===== src/logic/eeprom_ctrl_defs.vh =====
// Opcodes, status layout, protection and timing constants
`ifndef EEPROM_CTRL_DEFS_VH
`define EEPROM_CTRL_DEFS_VH

`define OP_LATCH_SET     8'h06
`define OP_LATCH_CLEAR   8'h04
`define OP_STATUS_READ   8'h05
`define OP_STATUS_WRITE  8'h01
`define OP_ARRAY_WRITE   8'h02
`define OP_PAGE_CLEAR    8'h42
`define OP_QUARTER_CLEAR 8'hD8
`define OP_FULL_CLEAR    8'hC7
`define OP_SLEEP_ENTRY   8'hB9
`define OP_WAKE_SIG      8'hAB

`define SR_HW_GUARD_EN   7
`define SR_GUARD_HI      3
`define SR_GUARD_LO      2
`define SR_LATCH         1
`define SR_BUSY          0
`define SR_WRITE_MASK    8'h8C
`define SR_RESET         8'h00

`define QUARTER_HI_BASE  2'h3
`define HALF_HI_BASE     1'h1

`define CLK_PERIOD_NS    10
`define ERASE_TIME_NS    5000
`define ERASE_CYCLES     ((`ERASE_TIME_NS + `CLK_PERIOD_NS - 1) / `CLK_PERIOD_NS)
`define SETTLE_TIME_NS   3000
`define SETTLE_CYCLES    ((`SETTLE_TIME_NS + `CLK_PERIOD_NS - 1) / `CLK_PERIOD_NS)
`define WAKE_TIME_NS     3000
`define WAKE_CYCLES      ((`WAKE_TIME_NS + `CLK_PERIOD_NS - 1) / `CLK_PERIOD_NS)

`endif


===== src/logic/eeprom_protect_ctrl.v =====
// Command decoder, status register, protection and erase control
`timescale 1ns/1ps
`include "eeprom_ctrl_defs.vh"

module eeprom_protect_ctrl #(
    parameter ERASE_CYC  = `ERASE_CYCLES,
    parameter SETTLE_CYC = `SETTLE_CYCLES,
    parameter WAKE_CYC   = `WAKE_CYCLES,
    parameter ADDR_W     = 16,
    parameter PAGE_W     = 7,
    parameter SIG_VALUE  = 8'h5A
)(
    input  wire              clk_i,
    input  wire              rst_i,
    input  wire              cs_n_i,
    input  wire              sck_i,
    input  wire              si_i,
    input  wire              guard_pin_n_i,
    output reg               so_o,
    output reg               so_oe_o,
    output reg  [7:0]        status_o,
    output reg               erase_start_o,
    output reg  [1:0]        erase_kind_o,
    output reg  [ADDR_W-1:0] erase_lo_o,
    output reg  [ADDR_W-1:0] erase_hi_o,
    output reg               write_start_o,
    output reg               asleep_o
);
    // Internal job states, one-hot
    localparam S_IDLE   = 4'b0001;
    localparam S_BUSY   = 4'b0010;
    localparam S_SETTLE = 4'b0100;
    localparam S_WAKE   = 4'b1000;

    localparam K_PAGE = 2'h0;
    localparam K_QUAR = 2'h1;
    localparam K_FULL = 2'h2;
    localparam K_STAT = 2'h3;

    reg  [2:0]  cs_s_r;
    reg  [2:0]  sck_s_r;
    reg  [1:0]  si_s_r;
    reg  [1:0]  wp_s_r;
    reg  [5:0]  bitcnt_r;
    reg  [7:0]  op_r;
    reg  [15:0] addr_r;
    reg  [7:0]  data_r;
    reg  [7:0]  shout_r;
    reg         latch_r;
    reg  [2:0]  nv_r;
    reg  [3:0]  state_r;
    reg  [31:0] cnt_r;
    reg         sleep_r;
    reg  [1:0]  job_r;
    reg  [7:0]  new_sr_r;

    // Address lies in a guarded region
    function guarded;
        input [1:0]  g;
        input [15:0] a;
        begin
            case (g)
                2'b01:   guarded = (a[15:14] == `QUARTER_HI_BASE);
                2'b10:   guarded = (a[15] == `HALF_HI_BASE);
                2'b11:   guarded = 1'b1;
                default: guarded = 1'b0;
            endcase
        end
    endfunction

    wire cs_n    = cs_s_r[1];
    wire sck_n   = sck_s_r[1];
    wire sck_rise = sck_n & ~sck_s_r[2] & ~cs_n;
    wire sck_fall = ~sck_n & sck_s_r[2] & ~cs_n;
    wire cs_rise = cs_n & ~cs_s_r[2];
    wire cs_fall = ~cs_n & cs_s_r[2];
    wire busy    = (state_r == S_BUSY);
    wire [7:0] op_next = {op_r[6:0], si_s_r[1]};
    wire hw_guard = ~wp_s_r[1] & nv_r[2];
    wire [1:0] g = nv_r[1:0];
    wire [7:0] sr = {nv_r[2], 3'h0, nv_r[1:0], latch_r, busy};
    wire [15:0] a_lo_page = {addr_r[15:PAGE_W], {PAGE_W{1'b0}}};
    wire [15:0] a_hi_page = {addr_r[15:PAGE_W], {PAGE_W{1'b1}}};

    always @(posedge clk_i or posedge rst_i)
    begin
        if (rst_i)
        begin
            cs_s_r  <= 3'h7;
            sck_s_r <= 3'h0;
            si_s_r  <= 2'h0;
            wp_s_r  <= 2'h3;
        end
        else
        begin
            cs_s_r  <= {cs_s_r[1:0], cs_n_i};
            sck_s_r <= {sck_s_r[1:0], sck_i};
            si_s_r  <= {si_s_r[0], si_i};
            wp_s_r  <= {wp_s_r[0], guard_pin_n_i};
        end
    end

    always @(posedge clk_i or posedge rst_i)
    begin
        if (rst_i)
        begin
            bitcnt_r      <= 6'h00;
            op_r          <= 8'h00;
            addr_r        <= 16'h0000;
            data_r        <= 8'h00;
            shout_r       <= 8'h00;
            latch_r       <= 1'b0;
            nv_r          <= 3'h0;
            state_r       <= S_IDLE;
            cnt_r         <= 32'h0;
            sleep_r       <= 1'b0;
            job_r         <= K_PAGE;
            new_sr_r      <= 8'h00;
            so_o          <= 1'b0;
            so_oe_o       <= 1'b0;
            status_o      <= `SR_RESET;
            erase_start_o <= 1'b0;
            erase_kind_o  <= K_PAGE;
            erase_lo_o    <= {ADDR_W{1'b0}};
            erase_hi_o    <= {ADDR_W{1'b0}};
            write_start_o <= 1'b0;
            asleep_o      <= 1'b0;
        end
        else
        begin
            erase_start_o <= 1'b0;
            write_start_o <= 1'b0;
            status_o      <= sr;
            asleep_o      <= sleep_r;
            if (cs_fall)
            begin
                bitcnt_r <= 6'h00;
                so_oe_o  <= 1'b0;
            end
            if (cs_n)
                so_oe_o <= 1'b0;
            if (sck_rise)
            begin
                if (bitcnt_r != 6'h3F)
                    bitcnt_r <= bitcnt_r + 6'h01;
                if (bitcnt_r < 6'h08)
                    op_r <= op_next;
                else if (bitcnt_r < 6'h18)
                    addr_r <= {addr_r[14:0], si_s_r[1]};
                if (bitcnt_r >= 6'h08 && bitcnt_r < 6'h10)
                    data_r <= {data_r[6:0], si_s_r[1]};
                // Status read answered even while busy
                if (bitcnt_r == 6'h07 && !sleep_r
                    && op_next == `OP_STATUS_READ)
                    shout_r <= sr;
                if (bitcnt_r == 6'h17 && op_r == `OP_WAKE_SIG)
                    shout_r <= SIG_VALUE;
            end
            if (sck_fall && bitcnt_r >= 6'h08)
            begin
                if ((op_r == `OP_STATUS_READ && !sleep_r)
                    || (op_r == `OP_WAKE_SIG && bitcnt_r >= 6'h18))
                begin
                    so_oe_o <= 1'b1;
                    so_o    <= shout_r[7];
                    shout_r <= (op_r == `OP_WAKE_SIG) ?
                        {shout_r[6:0], shout_r[7]} :
                        {shout_r[6:0], shout_r[7]};
                end
            end
            // Commands act on deselect, bit count must match exactly except array write (32 to 56, whole bytes) and wake (8 or more)
            if (cs_rise && sleep_r)
            begin
                if (op_r == `OP_WAKE_SIG && bitcnt_r >= 6'h08)
                begin
                    state_r <= S_WAKE;
                    cnt_r   <= 32'h0;
                end
            end
            // Only idle takes commands, except wake, which is taken in any state while asleep, so busy timing never stalls
            else if (cs_rise && state_r == S_IDLE)
            begin
                case (op_r)
                    `OP_LATCH_SET:
                        if (bitcnt_r == 6'h08 && !busy)
                            latch_r <= 1'b1;
                    `OP_LATCH_CLEAR:
                        if (bitcnt_r == 6'h08 && !busy)
                            latch_r <= 1'b0;
                    `OP_STATUS_WRITE:
                        if (bitcnt_r == 6'h10 && !busy && latch_r
                            && !hw_guard)
                        begin
                            new_sr_r <= data_r;
                            job_r    <= K_STAT;
                            state_r  <= S_BUSY;
                            cnt_r    <= 32'h0;
                        end
                    `OP_PAGE_CLEAR, `OP_QUARTER_CLEAR:
                        if (bitcnt_r == 6'h18 && !busy && latch_r
                            && !guarded(g, addr_r))
                        begin
                            erase_start_o <= 1'b1;
                            state_r       <= S_BUSY;
                            cnt_r         <= 32'h0;
                            if (op_r == `OP_PAGE_CLEAR)
                            begin
                                job_r        <= K_PAGE;
                                erase_kind_o <= K_PAGE;
                                erase_lo_o   <= a_lo_page;
                                erase_hi_o   <= a_hi_page;
                            end
                            else
                            begin
                                job_r        <= K_QUAR;
                                erase_kind_o <= K_QUAR;
                                erase_lo_o   <= {addr_r[15:14], 14'h0000};
                                erase_hi_o   <= {addr_r[15:14], 14'h3FFF};
                            end
                        end
                    `OP_FULL_CLEAR:
                        if (bitcnt_r == 6'h08 && !busy && latch_r
                            && g == 2'b00)
                        begin
                            erase_start_o <= 1'b1;
                            job_r         <= K_FULL;
                            erase_kind_o  <= K_FULL;
                            erase_lo_o    <= 16'h0000;
                            erase_hi_o    <= 16'hFFFF;
                            state_r       <= S_BUSY;
                            cnt_r         <= 32'h0;
                        end
                    `OP_ARRAY_WRITE:
                        if (bitcnt_r >= 6'h20 && bitcnt_r[2:0] == 3'h0
                            && !busy && latch_r
                            && !guarded(g, addr_r))
                        begin
                            write_start_o <= 1'b1;
                            job_r         <= K_PAGE;
                            state_r       <= S_BUSY;
                            cnt_r         <= 32'h0;
                        end
                    `OP_SLEEP_ENTRY:
                        if (bitcnt_r == 6'h08 && !busy)
                        begin
                            sleep_r <= 1'b1;
                            state_r <= S_SETTLE;
                            cnt_r   <= 32'h0;
                        end
                    default:
                        cnt_r <= cnt_r;
                endcase
            end
            else
            begin
                case (state_r)
                    S_IDLE:
                        cnt_r <= 32'h0;
                    S_BUSY:
                        if (cnt_r >= ERASE_CYC - 1)
                        begin
                            state_r <= S_IDLE;
                            latch_r <= 1'b0;
                            if (job_r == K_STAT)
                                nv_r <= {new_sr_r[`SR_HW_GUARD_EN],
                                         new_sr_r[`SR_GUARD_HI],
                                         new_sr_r[`SR_GUARD_LO]};
                        end
                        else
                            cnt_r <= cnt_r + 32'h1;
                    S_SETTLE:
                        if (cnt_r >= SETTLE_CYC - 1)
                            state_r <= S_IDLE;
                        else
                            cnt_r <= cnt_r + 32'h1;
                    S_WAKE:
                        if (cnt_r >= WAKE_CYC - 1)
                        begin
                            state_r <= S_IDLE;
                            sleep_r <= 1'b0;
                        end
                        else
                            cnt_r <= cnt_r + 32'h1;
                    default:
                        state_r <= S_IDLE;
                endcase
            end
        end
    end
endmodule


===== config.mk =====
export PLATFORM = sky130hd
export DESIGN_NAME = eeprom_protect_ctrl
export DESIGN_NICKNAME = d
export VERILOG_FILES = /design/src/logic/eeprom_protect_ctrl.v
export VERILOG_INCLUDE_DIRS = /design/src /design/src/logic
export SDC_FILE = /design/constraint.sdc
export NUM_CORES = 1
export LEC_CHECK = 0
export BUFFER_PORTS_ARGS = -buffer_cell sky130_fd_sc_hd__buf_2
export CAP_MARGIN = 0
export CORE_ASPECT_RATIO = 1.2
export CORE_MARGIN = 1
export CORE_UTILIZATION = 65
export CTS_BUF_LIST = sky130_fd_sc_hd__clkbuf_8
export CTS_CLUSTER_DIAMETER = 80
export DETAILED_ROUTE_END_ITERATION = 6
export PLACE_DENSITY = 0.92
export RECOVER_POWER = 25
export SLEW_MARGIN = 20
export SYNTH_ARGS = -nofsm -noshare
export SYNTH_HDL_FRONTEND = slang
export SYNTH_SLANG_ARGS = --single-unit
export TNS_END_PERCENT = 50

===== constraint.sdc =====
create_clock -name clk_i -period 8.79 [get_ports clk_i]
set_input_delay 0.879 -clock clk_i [delete_from_list [all_inputs] [get_ports clk_i]]
set_output_delay 0.879 -clock clk_i [all_outputs]
set_load 0.05 [all_outputs]

==> impl_metrics.json <==
{
  "status": "complete, but fails checks",
  "failed_checks": "capacitance limit, slew limit",
  "synth-edff-count": 0,
  "cts_buffer_depth": 2,
  "holdBufCountCts": 0,
  "met2_usage_pct": 51.0,
  "die_x_um": 91.3,
  "first_global_vias": 4799,
  "start_util_pct": 67.8,
  "yosysSeqAreaShare_pct": 53.6,
  "grt_use_met1_pct": 37.5,
  "grt_use_met3_pct": 6.56,
  "routabilityCongestion": 0.973,
  "clk_latency_ns": 0.45,
  "finClkSkew_ns": 0.0151,
  "grt_max_degree": 80,
  "p_leak_nw": 3.22,
  "cts_made_buffers": 17,
  "drt_wl_total_um": 14200,
  "post-dp-hpwl_um": 9230,
  "drive_gt1_share_pct": 22.3,
  "placed_area_mm2": 0.00643,
  "synth_seq_cells": 133,
  "grt_pass1_wl_um": 23200,
  "firstDrtPassIters": 6,
  "path_clk_slew_ns": 0.09,
  "final_area_mm2": 0.00683,
  "slew-limit-headroom_pct": -52.1,
  "startpoint_type": "flip-flop",
  "path_max_fanout": 24,
  "min_period_over_period_pct": 41.0,
  "cp.required_ns": 9.12,
  "finalHoldViolCount": 0,
  "drc": 0,
  "cts.repair.resized": 0,
  "final_max_slew_viol_count": 56,
  "drt_iter0_drc": 466,
  "syn_area_per_cell_um2": 10.3,
  "ant_nets": 0,
  "synthFlopType": "dfrtp_1",
  "yosys.area.top_type": "dfrtp_1",
  "die_h_um": 109,
  "fin_nets": 643,
  "worstMarginPinSlew_ns": 2.27,
  "core_mm2": 0.00918,
  "cap_violations": 1,
  "ys_types": 62,
  "fin_setup_tns_ns": 0,
  "area_delta_synth_final_pct": 9.82,
  "io_pins": 53,
  "synth_common_cells": "dfrtp_1, nand2_1, nor2_1",
  "diodes": 0,
  "routedWlPerCell_um": 18.5,
  "cellPowerDensity_mw_per_mm2": 208,
  "hold_class": "reg -> reg",
  "dieArea_mm2": 0.00997,
  "final_core_utilization_pct": 74.4,
  "ys_warn_count": 0,
  "cts_sinks": 133,
  "syn_inst": 601,
  "synth.most_common_cell": "dfrtp_1",
  "num_vias": 4913,
  "netlist_area_mm2": 0.00622,
  "async_flop_share_pct": 100,
  "fill_cells": 587,
  "rsz0062_at_grt": "no",
  "peakVddDrop_mv": 0.232,
  "postCtsSetupRepairBufs": 0,
  "cp.arrival_ns": 3.94,
  "cts_tree": "built",
  "gr-total-overflow": 0,
  "grt_usage_pct": 30.4,
  "port_buffers": 42,
  "routed_via_density": 6.41,
  "period_minus_slack_ns": 3.61,
  "cts_root_buf": "clkbuf_8",
  "antenna_found_initial": 0,
  "busiest_layer": "met2",
  "num_rows": 38,
  "fin_ws_ns": 5.18,
  "synth_top_area_share_pct": 51.1,
  "fmax_ghz": 0.277,
  "crit_type": "reg -> reg",
  "hold_slack_ns": 0.348,
  "setup_violations": 0,
  "cp-end-kind": "flip-flop",
  "dp_slack_ns": 5.48,
  "cts_max_level": 4,
  "synth_area_leaders": "dfrtp_1, mux2_2, nand2_1, nor2_1, nor4_1"
}
==> state kept, by name, indices dropped and copies added (netlist names), 4 cells and up <==
name and flops:
op_r 8, bitcnt_r 6, erase_lo_o 9, shout_r 8, addr_r 16, erase_hi_o 10, status_o 5, cnt_r 32
data_r 8, state_r 4
==> per-stage QoR <==
stage | total power (W) | cells
2_1_floorplan | 0.000856 | 610
6_report | 0.00142 | 767
3_5_place_dp | 0.000901 | 735
5_1_grt | 0.00147 | 767
4_1_cts | 0.00142 | 767
3_3_place_gp | 0.000890 | 735
==> metal layers <==
metal	share of wire, %	up-vias	wire, um
met3	5.0	52	712
li1	-	2237	-
met2	51	220	7210
met1	40	2404	5730
met5	0	-	0
met4	3.6	0	512
==> logic make-up after synthesis <==
kind of cell	count (synthesis)	share of synthesized area, %
AND/OR/NAND/NOR	255	21.2
adder cells (fa/ha/maj)	4	0.765
other	1	0.0603
flip-flops	133	53.6
AO/OA/AOI/OAI	106	11.1
buffers and inverters	51	4.18
XOR/XNOR	3	0.423
multiplexers	48	8.63
==> cells in the final DEF, fill, tap and decap left out, types with 3 or more instances in the layout <==
cell type   count
nand2_1        64
a21o_1          4
a41oi_1         3
a21oi_1        29
o21ai_0        21
nand3_1        21
clkinvlp_4      5
inv_1           8
and3_1          8
mux2i_1         3
or4_1           5
conb_1         10
ha_1            3
nor2_1         61
clkbuf_8       17
buf_4           4
mux2_2         45
nor4_1         25
o31ai_1         3
nand2b_1        8
a22o_1         13
a31oi_1        13
buf_2          40
or2_2           5
inv_6           5
nor3b_1         4
o21a_1          3
dfrtp_1       127
dfstp_2         5
nor3_1         15
nand4_1        15
a211oi_1        5
and4_1          4
==> worst max-delay path, cell delays in order, from the launching register on <==
cell	delay, ns
dfstp_2	0.59
or4b_1	0.20
inv_1	0.14
nor3b_2	0.38
nand3_1	0.27
a211oi_1	0.50
a21o_1	0.70
nand3_1	0.34
mux2_2	0.36
==> where the power goes <==
part / switching, W / internal (W) / total [W] / leakage [nW]
clock: 0.000266 / 0.000258 / 0.000524 / 0.188
combinational: 0.000137 / 0.0000685 / 0.000205 / 1.22
sequential: 0.0000511 / 0.000641 / 0.000692 / 1.81
==> final timing paths <==
| kind | startpoint | end | slack, ns | depth (start not counted) |
|---|---|---|---|---|
| hold / removal | sck_s_r[0] | sck_s_r[1] | 0.35 | 0 |
| setup / recovery | state_r[0] | state_r[2] | 5.18 | 8 |
| hold reg to reg | sck_s_r[0] | sck_s_r[1] | 0.35 | 0 |
| setup reg to reg | state_r[0] | state_r[2] | 5.18 | 8 |
| max in group asynchronous | rst_i | cnt_r[23] | 5.95 | 3 |
| min in group asynchronous | rst_i | shout_r[0] | 1.03 | 2 |
==> cell type report <==
cell class	instances	area (um2)	share of cell area (%)
repair buffers	46	238	3.48
clock buffers	17	234	3.43
multi-input cells	426	2660	39.0
inverters	10	38.8	0.568
flip-flops and latches	133	3340	48.8
clock inverters	15	170	2.49
well taps	120	150	2.20
Power figures use the tool's default switching activity.
